===== config.mk =====
export PLATFORM = sky130hd
export DESIGN_NAME = aux_irq_and_error_flags
export DESIGN_NICKNAME = d
export VERILOG_FILES = /design/src/common/aux_irq_pkg.sv /design/src/design/aux_irq_and_error_flags.sv
export SDC_FILE = /design/constraint.sdc
export NUM_CORES = 1
export LEC_CHECK = 0
export BUFFER_PORTS_ARGS = -buffer_cell sky130_fd_sc_hd__buf_4
export CELL_PAD_IN_SITES_DETAIL_PLACEMENT = 1
export CELL_PAD_IN_SITES_GLOBAL_PLACEMENT = 1
export CORE_ASPECT_RATIO = 1.5
export CORE_MARGIN = 1
export CORE_UTILIZATION = 32
export CTS_BUF_LIST = sky130_fd_sc_hd__clkbuf_4
export DETAILED_ROUTE_END_ITERATION = 12
export PLACE_DENSITY = 0.87
export SYNTH_ARGS = -nofsm -noshare
export SYNTH_HDL_FRONTEND = slang
export SYNTH_SLANG_ARGS = --single-unit

===== constraint.sdc =====
create_clock -name pclk -period 3.6 [get_ports pclk]
set_input_delay 0.18 -clock pclk [delete_from_list [all_inputs] [get_ports pclk]]
set_output_delay 0.18 -clock pclk [all_outputs]
set_load 0.05 [all_outputs]

===== src/common/aux_irq_pkg.sv =====
// package: offsets, field positions, reset values, carrier types for the flag block
// assumes a 40 MHz pclk and an APB master with 32-bit data
package aux_irq_pkg;
	localparam int secondary_irq_flags_index = 5;
	localparam int error_flags_index = 6;
	localparam int secondary_enable_index = 3;
	localparam logic [11:0] secondary_irq_flags_offset = 12'(secondary_irq_flags_index * 4);
	localparam logic [11:0] error_flags_offset = 12'(error_flags_index * 4);
	localparam logic [11:0] secondary_enable_offset = 12'(secondary_enable_index * 4);
	localparam logic [11:0] command_status_offset = 12'h040;
	localparam logic [11:0] control_offset = 12'h044;
	localparam int set_clear_pos = 7;
	localparam int signal_in_pos = 4;
	localparam int mode_det_pos = 3;
	localparam int crc_done_pos = 2;
	localparam int field_on_pos = 1;
	localparam int field_off_pos = 0;
	localparam int write_err_pos = 7;
	localparam int temp_err_pos = 6;
	localparam int rf_err_pos = 5;
	localparam int ovfl_pos = 4;
	localparam int coll_pos = 3;
	localparam int crc_err_pos = 2;
	localparam int parity_pos = 1;
	localparam int protocol_pos = 0;
	localparam logic [7:0] irq_writable_mask = 8'h1f;
	localparam logic [7:0] irq_reset = 8'h00;
	localparam logic [7:0] error_reset = 8'h00;
	localparam logic [7:0] enable_reset = 8'h00;
	localparam logic [1:0] framing_rf_check = 2'h1;
	localparam logic [1:0] rate_106 = 2'h0;

	// event strobes from the transceiver, one pclk pulse each except levels field_present, fifo_full, in_response_window, active_mode, passive_high_rate
	typedef struct packed {
		logic mode_found;
		logic crc_all_consumed;
		logic field_present;
		logic rf_reset;
		logic command_start;
		logic anticoll_start;
		logic host_fifo_write;
		logic fifo_full;
		logic internal_fifo_write;
		logic in_response_window;
		logic overheat;
		logic peer_field_late;
		logic active_mode;
		logic receiver_start;
		logic bit_collision;
		logic crc_failed;
		logic parity_failed;
		logic sof_bad;
		logic byte_length_bad;
		logic auth_count_bad;
		logic miller_pulse_close;
		logic passive_high_rate;
	} event_in_type;

	// settings held elsewhere in the device
	typedef struct packed {
		logic [1:0] rate;
		logic receive_crc_check_enable;
		logic sync_detection_enable;
		logic initiator;
		logic [1:0] receive_framing_field;
		logic [1:0] transmit_framing_field;
		logic auto_anticollision_command;
		logic authentication_command;
		logic crc_command;
	} config_in_type;
endpackage


===== src/design/aux_irq_and_error_flags.sv =====
// secondary request flags, error flags and summary interrupt, apb slave
// assumes strobes are synchronous to pclk except the secure element input
//
// The APB register port is this design's own decision.
`timescale 1ns/1ps
module aux_irq_and_error_flags
	import aux_irq_pkg::*;
(
	// apb
	input wire logic pclk,
	input wire logic presetn,
	input wire logic psel,
	input wire logic penable,
	input wire logic pwrite,
	input wire logic [11:0] paddr,
	input wire logic [31:0] pwdata,
	output logic [31:0] prdata,
	output logic pready,
	output logic pslverr,
	// events and settings
	input wire logic secure_element_signal_input,
	input wire event_in_type ev,
	input wire config_in_type cfg,
	input wire logic primary_request,
	// results
	output logic mode_detector_running,
	output logic antenna_drivers_off,
	output logic irq
);

	// ==========================================================
	// bus decode
	logic wr_en;
	logic rd_en;
	logic [7:0] wbyte;
	assign wr_en = psel && penable && pwrite;
	assign rd_en = psel && !penable && !pwrite; // read data latched in setup
	assign wbyte = pwdata[7:0];
	assign pready = 1'b1;

	function automatic logic mapped(input logic [11:0] a);
		mapped = (a == secondary_irq_flags_offset) || (a == error_flags_offset) ||
			(a == secondary_enable_offset) || (a == command_status_offset) ||
			(a == control_offset);
	endfunction

	assign pslverr = psel && penable && !mapped(paddr);

	// ==========================================================
	// signal input synchroniser and edge detect
	logic sig_meta;
	logic sig_sync;
	logic sig_last;
	logic sig_edge;
	always_ff @(posedge pclk or negedge presetn)
	begin
		if (!presetn)
		begin
			sig_meta <= 1'b0;
			sig_sync <= 1'b0;
			sig_last <= 1'b0;
		end
		else
		begin
			sig_meta <= secure_element_signal_input;
			sig_sync <= sig_meta;
			sig_last <= sig_sync;
		end
	end
	assign sig_edge = sig_sync ^ sig_last;

	// ==========================================================
	// mode detector run state
	logic mode_hit;
	always_ff @(posedge pclk or negedge presetn)
	begin
		if (!presetn)
			mode_detector_running <= 1'b0;
		else if (ev.anticoll_start || ev.rf_reset)
			mode_detector_running <= 1'b1;
		else if (ev.mode_found)
			mode_detector_running <= 1'b0;
	end
	assign mode_hit = mode_detector_running && ev.mode_found;

	// ==========================================================
	// field edge tracking
	logic field_last;
	always_ff @(posedge pclk or negedge presetn)
	begin
		if (!presetn)
			field_last <= 1'b0;
		else
			field_last <= ev.field_present;
	end

	// ==========================================================
	// secondary request flags
	logic [7:0] irq_flags;
	logic [7:0] irq_events;
	logic [7:0] next_irq_flags;
	logic irq_wr;
	assign irq_wr = wr_en && (paddr == secondary_irq_flags_offset);

	always_comb
	begin
		irq_events = 8'h00;
		irq_events[signal_in_pos] = sig_edge;
		irq_events[mode_det_pos] = mode_hit;
		irq_events[crc_done_pos] = cfg.crc_command && ev.crc_all_consumed;
		irq_events[field_on_pos] = ev.field_present && !field_last;
		irq_events[field_off_pos] = !ev.field_present && field_last;
		next_irq_flags = irq_flags;
		if (irq_wr)
		begin
			if (wbyte[set_clear_pos])
				next_irq_flags = irq_flags | (wbyte & irq_writable_mask);
			else
				next_irq_flags = irq_flags & ~(wbyte & irq_writable_mask);
		end
		// hardware only ever sets; set wins over a same-cycle clear
		next_irq_flags = next_irq_flags | irq_events;
	end

	always_ff @(posedge pclk or negedge presetn)
	begin
		if (!presetn)
			irq_flags <= irq_reset;
		else
			irq_flags <= next_irq_flags & irq_writable_mask;
	end

	// ==========================================================
	// secondary enable mask
	logic [7:0] enable_mask;
	always_ff @(posedge pclk or negedge presetn)
	begin
		if (!presetn)
			enable_mask <= enable_reset;
		else if (wr_en && paddr == secondary_enable_offset)
			enable_mask <= wbyte & irq_writable_mask;
	end

	// ==========================================================
	// error flags
	logic [7:0] err_flags;
	logic [7:0] err_events;
	logic [7:0] next_err_flags;
	logic is_106;
	logic high_rate;
	logic rf_check_on;
	logic proto_event;
	assign is_106 = (cfg.rate == rate_106);
	assign high_rate = !is_106;
	assign rf_check_on = (cfg.receive_framing_field == framing_rf_check) ||
		(cfg.transmit_framing_field == framing_rf_check);
	assign proto_event = (ev.sof_bad && is_106) ||
		(cfg.sync_detection_enable && ev.byte_length_bad &&
		(ev.passive_high_rate || (ev.active_mode && high_rate))) ||
		(cfg.auto_anticollision_command && cfg.initiator) ||
		(cfg.authentication_command && ev.auth_count_bad) ||
		ev.miller_pulse_close;

	always_comb
	begin
		err_events = 8'h00;
		err_events[write_err_pos] = ev.host_fifo_write && (cfg.auto_anticollision_command ||
			cfg.authentication_command || ev.in_response_window);
		err_events[temp_err_pos] = ev.overheat;
		err_events[rf_err_pos] = ev.active_mode && rf_check_on && ev.peer_field_late;
		err_events[ovfl_pos] = ev.fifo_full && (ev.host_fifo_write || ev.internal_fifo_write);
		err_events[coll_pos] = ev.bit_collision;
		err_events[crc_err_pos] = cfg.receive_crc_check_enable && ev.crc_failed;
		err_events[parity_pos] = ev.parity_failed;
		err_events[protocol_pos] = proto_event;
		next_err_flags = err_flags;
		if (ev.command_start)
			next_err_flags = err_flags & (8'h01 << temp_err_pos);
		if (ev.receiver_start)
		begin
			next_err_flags[coll_pos] = 1'b0;
			next_err_flags[crc_err_pos] = 1'b0;
			next_err_flags[parity_pos] = 1'b0;
			next_err_flags[protocol_pos] = 1'b0;
		end
		next_err_flags = next_err_flags | err_events;
	end

	always_ff @(posedge pclk or negedge presetn)
	begin
		if (!presetn)
			err_flags <= error_reset;
		else
			err_flags <= next_err_flags;
	end

	assign antenna_drivers_off = err_flags[temp_err_pos];

	// collision reads one at the higher rates
	logic [7:0] err_view;
	always_comb
	begin
		err_view = err_flags;
		if (high_rate)
			err_view[coll_pos] = 1'b1;
	end

	// ==========================================================
	// summary interrupt
	logic secondary_any;
	assign secondary_any = |(irq_flags & enable_mask);
	always_ff @(posedge pclk or negedge presetn)
	begin
		if (!presetn)
			irq <= 1'b0;
		else
			irq <= secondary_any || primary_request;
	end

	// ==========================================================
	// read data
	always_ff @(posedge pclk or negedge presetn)
	begin
		if (!presetn)
			prdata <= 32'h00000000;
		else if (rd_en)
		begin
			if (paddr == secondary_irq_flags_offset)
				prdata <= {24'h000000, irq_flags & irq_writable_mask};
			else if (paddr == error_flags_offset)
				prdata <= {24'h000000, err_view};
			else if (paddr == secondary_enable_offset)
				prdata <= {24'h000000, enable_mask};
			else if (paddr == command_status_offset)
				prdata <= {30'h00000000, mode_detector_running, irq};
			else if (paddr == control_offset)
				prdata <= {31'h00000000, antenna_drivers_off};
			else
				prdata <= 32'h00000000;
		end
	end

	// ==========================================================
	// checks: request flags
	a_reserved_zero: assert property (
		@(posedge pclk) disable iff (!presetn)
		irq_flags[6:5] == 2'b00 && irq_flags[7] == 1'b0)
		else $error("reserved bit set");
	a_set_write: assert property (
		@(posedge pclk) disable iff (!presetn)
		irq_wr && wbyte[set_clear_pos] |=> ((irq_flags & $past(wbyte) & irq_writable_mask) ==
		($past(wbyte) & irq_writable_mask)))
		else $error("set write lost");
	a_clear_write: assert property (
		@(posedge pclk) disable iff (!presetn)
		irq_wr && !wbyte[set_clear_pos] && wbyte[field_on_pos] && !irq_events[field_on_pos]
		|=> !irq_flags[field_on_pos])
		else $error("clear write lost");
	a_edge_sets: assert property (
		@(posedge pclk) disable iff (!presetn)
		$changed(sig_sync) |=> irq_flags[signal_in_pos])
		else $error("signal edge missed");
	a_mode_stop: assert property (
		@(posedge pclk) disable iff (!presetn)
		mode_hit && !ev.anticoll_start && !ev.rf_reset
		|=> !mode_detector_running ##0 irq_flags[mode_det_pos])
		else $error("detector not stopped");
	a_mode_idle: assert property (
		@(posedge pclk) disable iff (!presetn)
		!mode_detector_running && !ev.anticoll_start && !ev.rf_reset |=> !mode_detector_running)
		else $error("detector started alone");
	a_mode_restart: assert property (
		@(posedge pclk) disable iff (!presetn)
		ev.rf_reset |=> mode_detector_running)
		else $error("detector not restarted");
	a_crc_done: assert property (
		@(posedge pclk) disable iff (!presetn)
		cfg.crc_command && ev.crc_all_consumed |=> irq_flags[crc_done_pos])
		else $error("crc done missed");
	a_field_on: assert property (
		@(posedge pclk) disable iff (!presetn)
		$rose(ev.field_present) && $past(presetn) |=> irq_flags[field_on_pos])
		else $error("field on missed");
	a_field_off: assert property (
		@(posedge pclk) disable iff (!presetn)
		$fell(ev.field_present) && $past(presetn) |=> irq_flags[field_off_pos])
		else $error("field off missed");
	a_flag_sticky: assert property (
		@(posedge pclk) disable iff (!presetn)
		irq_flags[crc_done_pos] && !irq_wr |=> irq_flags[crc_done_pos])
		else $error("flag dropped");
	a_flags_kept: assert property (
		@(posedge pclk) disable iff (!presetn)
		!irq_wr |=> (irq_flags & $past(irq_flags)) == $past(irq_flags))
		else $error("flag cleared without write");

	// ==========================================================
	// checks: summary interrupt
	a_irq_mask: assert property (
		@(posedge pclk) disable iff (!presetn)
		(irq_flags & enable_mask) != 8'h00 |=> irq)
		else $error("enabled flag no irq");
	a_irq_quiet: assert property (
		@(posedge pclk) disable iff (!presetn)
		(irq_flags & enable_mask) == 8'h00 && !primary_request |=> !irq)
		else $error("masked flag raised irq");
	a_summary_primary: assert property (
		@(posedge pclk) disable iff (!presetn)
		primary_request |=> irq)
		else $error("primary request not shown");
	a_status_irq: assert property (
		@(posedge pclk) disable iff (!presetn)
		rd_en && paddr == command_status_offset |=> prdata[0] == $past(irq))
		else $error("status bit wrong");

	// ==========================================================
	// checks: error flags
	a_cmd_clears: assert property (
		@(posedge pclk) disable iff (!presetn)
		ev.command_start && err_events == 8'h00
		|=> (err_flags & 8'hbf) == 8'h00)
		else $error("command start kept error");
	a_err_no_write: assert property (
		@(posedge pclk) disable iff (!presetn)
		wr_en && paddr == error_flags_offset && err_events == 8'h00 && !ev.command_start &&
		!ev.receiver_start |=> err_flags == $past(err_flags))
		else $error("error flags written");
	a_write_err: assert property (
		@(posedge pclk) disable iff (!presetn)
		ev.host_fifo_write && (cfg.auto_anticollision_command || cfg.authentication_command ||
		ev.in_response_window) |=> err_flags[write_err_pos])
		else $error("write error missed");
	a_temp_off: assert property (
		@(posedge pclk) disable iff (!presetn)
		ev.overheat |=> antenna_drivers_off)
		else $error("drivers not off");
	a_rf_err: assert property (
		@(posedge pclk) disable iff (!presetn)
		ev.active_mode && ev.peer_field_late && (cfg.receive_framing_field == framing_rf_check ||
		cfg.transmit_framing_field == framing_rf_check) |=> err_flags[rf_err_pos])
		else $error("rf timing error missed");
	a_rf_passive: assert property (
		@(posedge pclk) disable iff (!presetn)
		!ev.active_mode && !err_flags[rf_err_pos] |=> !err_flags[rf_err_pos])
		else $error("rf timing error outside active mode");
	a_overflow: assert property (
		@(posedge pclk) disable iff (!presetn)
		ev.fifo_full && (ev.host_fifo_write || ev.internal_fifo_write) |=> err_flags[ovfl_pos])
		else $error("overflow missed");
	a_coll_set: assert property (
		@(posedge pclk) disable iff (!presetn)
		ev.bit_collision |=> err_flags[coll_pos])
		else $error("collision missed");
	a_coll_high: assert property (
		@(posedge pclk) disable iff (!presetn)
		rd_en && paddr == error_flags_offset && high_rate |=> prdata[coll_pos])
		else $error("collision not one");
	a_crc_err: assert property (
		@(posedge pclk) disable iff (!presetn)
		cfg.receive_crc_check_enable && ev.crc_failed |=> err_flags[crc_err_pos])
		else $error("crc error missed");
	a_rx_start: assert property (
		@(posedge pclk) disable iff (!presetn)
		ev.receiver_start && err_events[3:0] == 4'h0 |=> err_flags[3:0] == 4'h0)
		else $error("receiver start kept error");
	a_parity_err: assert property (
		@(posedge pclk) disable iff (!presetn)
		ev.parity_failed |=> err_flags[parity_pos])
		else $error("parity error missed");
	a_sof_err: assert property (
		@(posedge pclk) disable iff (!presetn)
		ev.sof_bad && cfg.rate == rate_106 |=> err_flags[protocol_pos])
		else $error("frame start error missed");
	a_sync_len: assert property (
		@(posedge pclk) disable iff (!presetn)
		cfg.sync_detection_enable && ev.byte_length_bad && (ev.passive_high_rate ||
		(ev.active_mode && cfg.rate != rate_106)) |=> err_flags[protocol_pos])
		else $error("byte length error missed");
	a_initiator: assert property (
		@(posedge pclk) disable iff (!presetn)
		cfg.auto_anticollision_command && cfg.initiator |=> err_flags[protocol_pos])
		else $error("initiator error missed");
	a_auth_count: assert property (
		@(posedge pclk) disable iff (!presetn)
		cfg.authentication_command && ev.auth_count_bad |=> err_flags[protocol_pos])
		else $error("byte count error missed");
	a_miller: assert property (
		@(posedge pclk) disable iff (!presetn)
		ev.miller_pulse_close |=> err_flags[protocol_pos])
		else $error("pulse spacing error missed");
endmodule


# == Yosys cells after proc, flatten, opt, wreduce, memory -nomap -nowiden ==
# Index checks and enable logic that the tools add are counted.
# word_totals
input_bits,85
reg_bits,56
output_inout_bits,37
# op_classes
bitwise,7
eq_ne,7
mux,12
reduce_logical,46
# ops
operator,n
32-bit 2-to-1 mux,2
"12-bit by 5-bit == test with 1-bit output, second input constant",2
"12-bit by 7-bit == test with 1-bit output, second input constant",2
1-bit logical AND,22
1-bit logical OR,15
5-bit 2-to-1 mux,3
"12-bit by 4-bit == test with 1-bit output, second input constant",1
5-bit bitwise AND,2
5-bit bitwise OR,2
8-bit 2-to-1 mux,1
8-bit bitwise OR,1
8-bit OR reduction,1
1-bit zero test,6
5-bit inverter,1
"2-bit by 1-bit == test with 1-bit output, second input constant",2
1-bit 2-to-1 mux,4
4-bit 2-to-1 mux,1
2-bit zero test,1
2-bit 2-to-1 mux,1
2-bit nonzero test,1
1-bit XOR,1

# == Depth between registers and ports, before layout ==
# Gate-level depths: netlist of run 1.
# depth
word_depth,10
ltp_mapped,6
depth_no_buf,5

# == Least setup slack after synthesis of run 1 ==
# No wires, ideal clock.
# synth_path
path_kind,input-to-output
from,input port paddr[11]
to,output port pslverr
path_slack_ns,2.044
arrival_time_ns,1.376
cell_stages,3
path_buffers,0
path_cell_list,nor2_1 -> and2_0 -> a31oi_1
# synth_via
elab_chain_cells,7
word_cells_on_any_way,11
# synth_lines
item,line,text
start: declaration,aux_irq_and_error_flags.sv:15,"input wire logic [11:0] paddr,"
12-bit by 5-bit == test with 1-bit output,aux_irq_and_error_flags.sv:42,mapped = (a == secondary_irq_flags_offset) || (a == error_flags_offset) ||
1-bit logical OR (2 in a row),aux_irq_and_error_flags.sv:42,
1-bit logical OR,aux_irq_and_error_flags.sv:43,(a == secondary_enable_offset) || (a == command_status_offset) ||
1-bit logical OR *,aux_irq_and_error_flags.sv:43,
1-bit zero test *,aux_irq_and_error_flags.sv:47,assign pslverr = psel && penable && !mapped(paddr);
1-bit logical AND *,aux_irq_and_error_flags.sv:47,
end: declaration,aux_irq_and_error_flags.sv:19,"output logic pslverr,"
# Every way passes the cells marked *; elsewhere a longest branch is shown, timed or not.

# == Worst setup path after layout of run 1 ==
# layout_path
from,input port paddr[1]
to,output port pslverr
# The elaborated chain is that of the path after synthesis.

==> out/qor.yml, run 1 <==
setup_path:
  path_cells: "buf_4 -> nor4_2 -> and2_0 -> a31oi_1 -> buf_4"
  cp_data_required_time_ns: 3.42
  critPathCaptureType: "output port"
  cp-start-kind: "input port"
  r2r_slack_ns: 2.17
  cp_common_cell: "buf_4"
  r2r-end: "prdata[0]$_DFFE_PN0P_"
  startpoint: "paddr[1]"
  critPathMaxFanout: 6
  ff2ff_path_depth: 4
  r2r-start: "err_flags[6]$_DFF_PN0_"
  cp_slowest_stage_delay_ns: 0.43
  worstPathArrival_ns: 1.41
  crit_type: "in2out"
  crit_path_end: "pslverr"
  cp_slowest_cell: "and2_0"
detailed_routing:
  drc: 0
  dr.pass1.iters: 4
  avgViaCountPerCell: 4.862
  drtIter0Drc: 40
  routedWlPerCell_um: 14.16
  wirelength_um: 4631
  detail-route-antenna-nets: 0
  via_count: 1590
synthesis:
  async_flop_share: 1.000
  synth.distinct_cells: 45
  synth_seq_cells: 32
  synth-edff-count: 0
  synth-seq-area-share: 0.4460
  syn_area_per_cell_um2: 9.920
  postSynthCellCount: 181
  synth_area_um2: 1795
  synthFlopType: "dfrtp_1"
  yosys_warnings: 0
global_routing:
  grt_start_max_net_pins: 33
  track_usage: 0.1629
  grt-ovfl-total: 0
  grt_pass1_wl_um: 7493
  antenna_found_initial: 0
  grt_pass1_vias: 1671
placed_design:
  placed_cells_incl_taps: 317
  hpwl_um: 3818
  globalplace.congestion: 0.7744
  pre_cts_ws_ns: 1.942
  port_buffers: 70
timing:
  fin_tns_setup_ns: 0
  fin_crit_sh: 0.4413
  final.setup_skew_ns: 0.01075
  layout_min_cycle_time_ns: 1.589
  rsz0062_at_grt: "false"
  max_freq_mhz: 629.4
  slew_headroom: 0.4386
  slew_violations: 0
  setup_violations: 0
  finalHoldViolCount: 0
  worst_pin_slew_ns: 0.8403
  layout_setup_ws_ns: 2.011
cts:
  h-tree-depth: 2
  cts_sinks: 32
  cts_tree: "done"
  cts_setup_buffers: 0
  clkSlewWorstSetupHoldPaths_ns: 0.10
  cts_buffers: 5
  insertion_delay_ns: 0.32
  cts_root_buf: "clkbuf_4"
  cts_buffer_depth: 2
die:
  fp.dieW_um: 63.16
  placementRows: 33
  initial_core_util: 0.3294
  die_area_um2: 5921
  die_h_um: 93.74
  floorplan.io_pins: 122
  coreArea_um2: 5450
power_and_ir_drop:
  peakVddDrop_uv: 174.7
  p_sw_mw: 0.2449
  p_total_mw: 0.7628
  swShare: 0.3211
  p_leak_nw: 1.155
  power.share.sequential: 0.498
  power_density_nw_per_um2: 321.2
  power_frac_comb: 0.248
  p_clk_frac: 0.255
  p_int_mw: 0.5178
finish:
  layout.nets: 342
  antenna_cells: 0
  fill_cells: 662
  instances_no_fill: 327
  layout-drive-gt1-share: 0.3658
  syn2layout_area_growth_pct: 32.26
worst_hold_path:
  hold_class: "in2reg"
run:
  max_cap_viol_count: 0
outcome:
  status: "finished clean"
area by class of cell:
class                   count  area [um^2]  share of cell area
multi-input cells         138        854.6              0.3599
flip-flops and latches     32        800.8              0.3372
repair buffers             73        555.5              0.2339
well taps                  70        87.58             0.03688
clock buffers               6        45.04             0.01897
inverters                   7        26.28             0.01106
clock inverters             1        5.005            0.002107
how the worst min path moves through the flow:
stage,start,end,slack [ns],depth (start not counted)
floorplan,presetn,enable_mask[0]$_DFFE_PN0P_,-0.12,0
global placement,presetn,mode_detector_running$_DFFE_PN0P_,0.14,1
detailed placement,presetn,enable_mask[1]$_DFFE_PN0P_,0.14,1
CTS,ev[21],mode_detector_running$_DFFE_PN0P_,0.02,2
global route,ev[7],err_flags[3]$_DFF_PN0_,0.02,2
finish,ev[21],mode_detector_running$_DFFE_PN0P_,0.03,2
per-stage QoR:
stage,hold WS [ns],util,instance area (um^2)
floorplan,-0.1156,-,1882
global placement,0.1398,0.4210,2295
detailed placement,0.1414,0.4210,2295
CTS,0.02354,0.4357,2375
global route,0.01738,0.4357,2375
finish,0.03385,0.4357,2375
synthesized netlist by cell type (2+ instances only):
cell type	number	share of area
nor3b_1	2	0.0084
a221o_1	5	0.028
and2_2	2	0.0084
nand2_1	19	0.040
conb_1	2	0.0042
dfrtp_1	32	0.45
buf_4	26	0.11
a32o_1	2	0.011
and3_1	4	0.014
nor2_1	13	0.027
a21o_1	2	0.0084
a211oi_1	2	0.0084
inv_1	7	0.015
o21ai_0	7	0.020
nor3_1	2	0.0056
nand3_1	9	0.025
a22o_1	2	0.0098
mux2_2	6	0.038
nor4b_4	2	0.026
a21oi_1	6	0.017
a22oi_1	5	0.021
per-layer routing:
| layer | part of all wire | global-route usage | wire [um] | vias to the layer above |
|---|---|---|---|---|
| met3 | 0.063 | 0.03277 | 290 | 11 |
| met4 | 0.028 | 0.08140 | 129 | 0 |
| met2 | 0.55 | 0.3109 | 2545 | 66 |
| li1 | - | - | - | 750 |
| met1 | 0.36 | 0.1636 | 1665 | 763 |
| met5 | 0 | 0 | 0 | - |
logic make-up (layout without fill, tap and decap cells):
family	Yosys count	in the layout	share of synthesized area
AND/OR/NAND/NOR	66	66	0.2188
AO/OA/AOI/OAI	38	38	0.1519
buffers and inverters	34	87	0.1261
flip-flops	32	32	0.4460
multiplexers	7	7	0.04320
other	2	25	0.004183
XOR/XNOR	2	2	0.009758
sequential cells by signal (all words and copies together) (netlist names):
| name | flops |
|---|---|
| irq_flags | 5 |
| prdata | 8 |
| field_last | 1 |
| enable_mask | 5 |
| sig_last | 1 |
| err_flags | 8 |
| irq | 1 |
| sig_sync | 1 |
| mode_detector_running | 1 |
| sig_meta | 1 |
what timing repair did:
item / 4_1_cts / 5_1_grt
hold buffers: 3 / 0
hold endpoints to repair: 34 / 0
gates resized for setup: 0 / 0
worst max-delay path, delay by kind of cell:
kind / cells / cell delay, ns
AOI/OAI and AO/OA: 1 / 0.14
buffers and inverters: 2 / 0.32
and+or+nand+nor: 2 / 0.77
power groups by stage:
| stage | Combinational, mW | Clock, mW | Sequential (mW) |
|---|---|---|---|
| floorplan | 0.111 | 0 | 0.401 |
| global placement | 0.185 | 0 | 0.387 |
| detailed placement | 0.188 | 0 | 0.387 |
| CTS | 0.191 | 0.204 | 0.380 |
| global route | 0.201 | 0.219 | 0.381 |
| finish | 0.189 | 0.194 | 0.380 |
cells in the final DEF, fill, tap and decap left out, drive strengths merged, types with 2 or more instances in the layout:
master        n
dfrtp        32
clkbuf        6
and2b         2
a221o         5
a21o          2
nor3          3
nor4b         3
a211oi        2
nand3        10
dlygate4sd3   3
nand2        19
a21oi         6
nor2         13
nor3b         2
inv           7
a22o          2
conb         25
mux2          6
and2          3
o21ai         7
buf          70
a32o          2
a22oi         5
and3          4
Note: power is estimated with default switching activity, not from simulation.
==> run 2, diff against run 1 <==
--- a/config.mk
+++ b/config.mk
@@ -10,10 +10,10 @@
 export CELL_PAD_IN_SITES_GLOBAL_PLACEMENT = 1
 export CORE_ASPECT_RATIO = 1.5
 export CORE_MARGIN = 1
-export CORE_UTILIZATION = 32
+export CORE_UTILIZATION = 30
 export CTS_BUF_LIST = sky130_fd_sc_hd__clkbuf_4
 export DETAILED_ROUTE_END_ITERATION = 12
-export PLACE_DENSITY = 0.87
+export PLACE_DENSITY = 0.82
 export SYNTH_ARGS = -nofsm -noshare
 export SYNTH_HDL_FRONTEND = slang
 export SYNTH_SLANG_ARGS = --single-unit
==> constraint.sdc (replaced) <==
create_clock -name pclk -period 1.6 [get_ports pclk]
set_input_delay 0.08 -clock pclk [delete_from_list [all_inputs] [get_ports pclk]]
set_output_delay 0.08 -clock pclk [all_outputs]
set_load 0.05 [all_outputs]
==> run 2 against run 1 <==
  * Critical path depth stayed put
  * Non-clock buffer count rose by 26
  * Core utilization up 2.4 points
  * Design area increased by 12%
  * Largest cell class unchanged
==> out/qor.yml, run 2 (same netlist as run 1, synthesis figures left out) <==
setup_path:
  cp-start-kind: "input port"
  r2r-end: "prdata[0]$_DFFE_PN0P_"
  ff2ff_path_depth: 4
  r2r_slack_ns: 0.12
  cp_common_cell: "dlygate4sd3_1"
  worstPathArrival_ns: 1.74
  cp_num_buf_inv: 3
  critPathMaxFanout: 1
  cp_slowest_stage_delay_ns: 0.57
  critPathCaptureType: "register"
  crit_type: "in2reg"
  cp_slowest_cell: "dlygate4sd3_1"
  cp_top_family: "buffers and inverters"
  path_cells: "dlygate4sd3_1 -> buf_4 -> a221oi_1 -> nand3_1 -> dlygate4sd3_1"
  r2r-start: "err_flags[6]$_DFF_PN0_"
  cp_data_required_time_ns: 1.81
  cp.depth: 5
global_routing:
  grt_pass1_vias: 1720
  grt_start_max_net_pins: 33
  grt-ovfl-total: 0
  antenna_found_initial: 0
  track_usage: 0.1679
  grt_pass1_wl_um: 8107
die:
  die_h_um: 96.75
  initial_core_util: 0.3103
  floorplan.io_pins: 122
  fp.dieW_um: 65.17
  placementRows: 34
  die_area_um2: 6305
  coreArea_um2: 5786
timing:
  fin_tns_setup_ns: 0
  slew_violations: 0
  setup_violations: 0
  rsz0062_at_grt: "false"
  layout_min_cycle_time_ns: 1.526
  max_freq_mhz: 655.5
  finalHoldViolCount: 0
  fin_crit_sh: 0.9535
  final.setup_skew_ns: 0.01735
  hold-worst-slack_ns: 0.01076
power_and_ir_drop:
  p_total_mw: 1.953
  p_leak_nw: 1.277
  power_density_nw_per_um2: 735.1
  peakVddDrop_uv: 423.0
worst_hold_path:
  whs_endpoint: "enable_mask[0]$_DFFE_PN0P_"
  hold_class: "in2reg"
  hp-start: "pwdata[0]"
  min_delay_path_depth: 2
detailed_routing:
  avgViaCountPerCell: 4.733
  drc: 0
  dr.pass1.iters: 4
  wirelength_um: 5073
  routedWlPerCell_um: 14.25
  drtIter0Drc: 56
  via_count: 1685
  detail-route-antenna-nets: 0
cts:
  cts_root_buf: "clkbuf_4"
  cts_sinks: 32
  insertion_delay_ns: 0.34
  cts.repair.resized: 0
  cts_setup_buffers: 0
  clkSlewWorstSetupHoldPaths_ns: 0.10
  cts_buffer_depth: 2
  h-tree-depth: 2
  cts_buffers: 5
  cts_tree: "done"
outcome:
  status: "finished clean"
placed_design:
  hpwl_um: 3820
  globalplace.congestion: 0.7921
  port_buffers: 70
finish:
  final_cell_mix: "74 x buf_4, 32 x dfrtp_1, 25 x conb_1, 25 x dlygate4sd3_1, 19 x nand2_1"
  multiInputGateArea_um2: 854.6
  largest_registers: "err_flags (8), prdata (8)"
  regArea_um2: 800.8
  antenna_cells: 0
  layout-drive-gt1-share: 0.3486
  layout.nets: 368
  fill_cells: 697
  syn2layout_area_growth_pct: 48.01
  layout_commonest_cell: "buf_4"
run:
  max_cap_viol_count: 0
[run 2: worst register-to-register path, cell delays in order, from the launching register on]
cell and delay, ns:
dfrtp_1 0.44, mux2_2 0.30, a32o_1 0.27, a211oi_1 0.26, nor3_1 0.10
[run 2: what timing repair did]
action                                  in CTS  in global routing
hold buffers                                25                  0
endpoints found under the hold margin       51                  0
endpoints found under the setup margin       0                  0
[run 2: worst max-delay path by stage]
stage                     slack (ns)                     end                   start
after floorplan                 0.05   prdata[0]$_DFFE_PN0P_  err_flags[6]$_DFF_PN0_
after global placement          0.10   prdata[0]$_DFFE_PN0P_                paddr[5]
after detailed placement        0.08   prdata[0]$_DFFE_PN0P_                paddr[5]
after CTS                       0.08  err_flags[0]$_DFF_PN0_                  ev[17]
after global routing            0.01  err_flags[0]$_DFF_PN0_                   ev[1]
final                           0.07  err_flags[0]$_DFF_PN0_                   ev[1]
[run 2: area by class of cell]
cell class	count	share of cell area
clock inverters	2	0.01318
well taps	72	0.03390
inverters	7	0.009887
flip-flops and latches	32	0.3013
multi-input cells	138	0.3216
repair buffers	99	0.3032
clock buffers	6	0.01695
[run 2: metal layers]
layer / share of wire / global-route usage
met2: 0.53 / 0.2863
met4: 0.030 / 0.08528
met1: 0.38 / 0.1959
met3: 0.058 / 0.02830
met5: 0 / 0
[run 2: through the flow]
| step | utilization | instance area [um^2] | instances | setup WS [ns] |
|---|---|---|---|---|
| after detailed placement | 0.4022 | 2327 | 323 | 0.08246 |
| after global placement | 0.4022 | 2327 | 323 | 0.1043 |
| after CTS | 0.4593 | 2658 | 356 | 0.08103 |
| final | 0.4593 | 2658 | 356 | 0.07442 |
| after floorplan | - | 1882 | 204 | 0.04800 |
| after global routing | 0.4593 | 2658 | 356 | 0.01179 |
[run 2: where the power goes]
part | internal, mW | switching, mW | total (mW)
clock | 0.345 | 0.279 | 0.624
sequential | 0.837 | 0.0172 | 0.855
combinational | 0.188 | 0.287 | 0.475
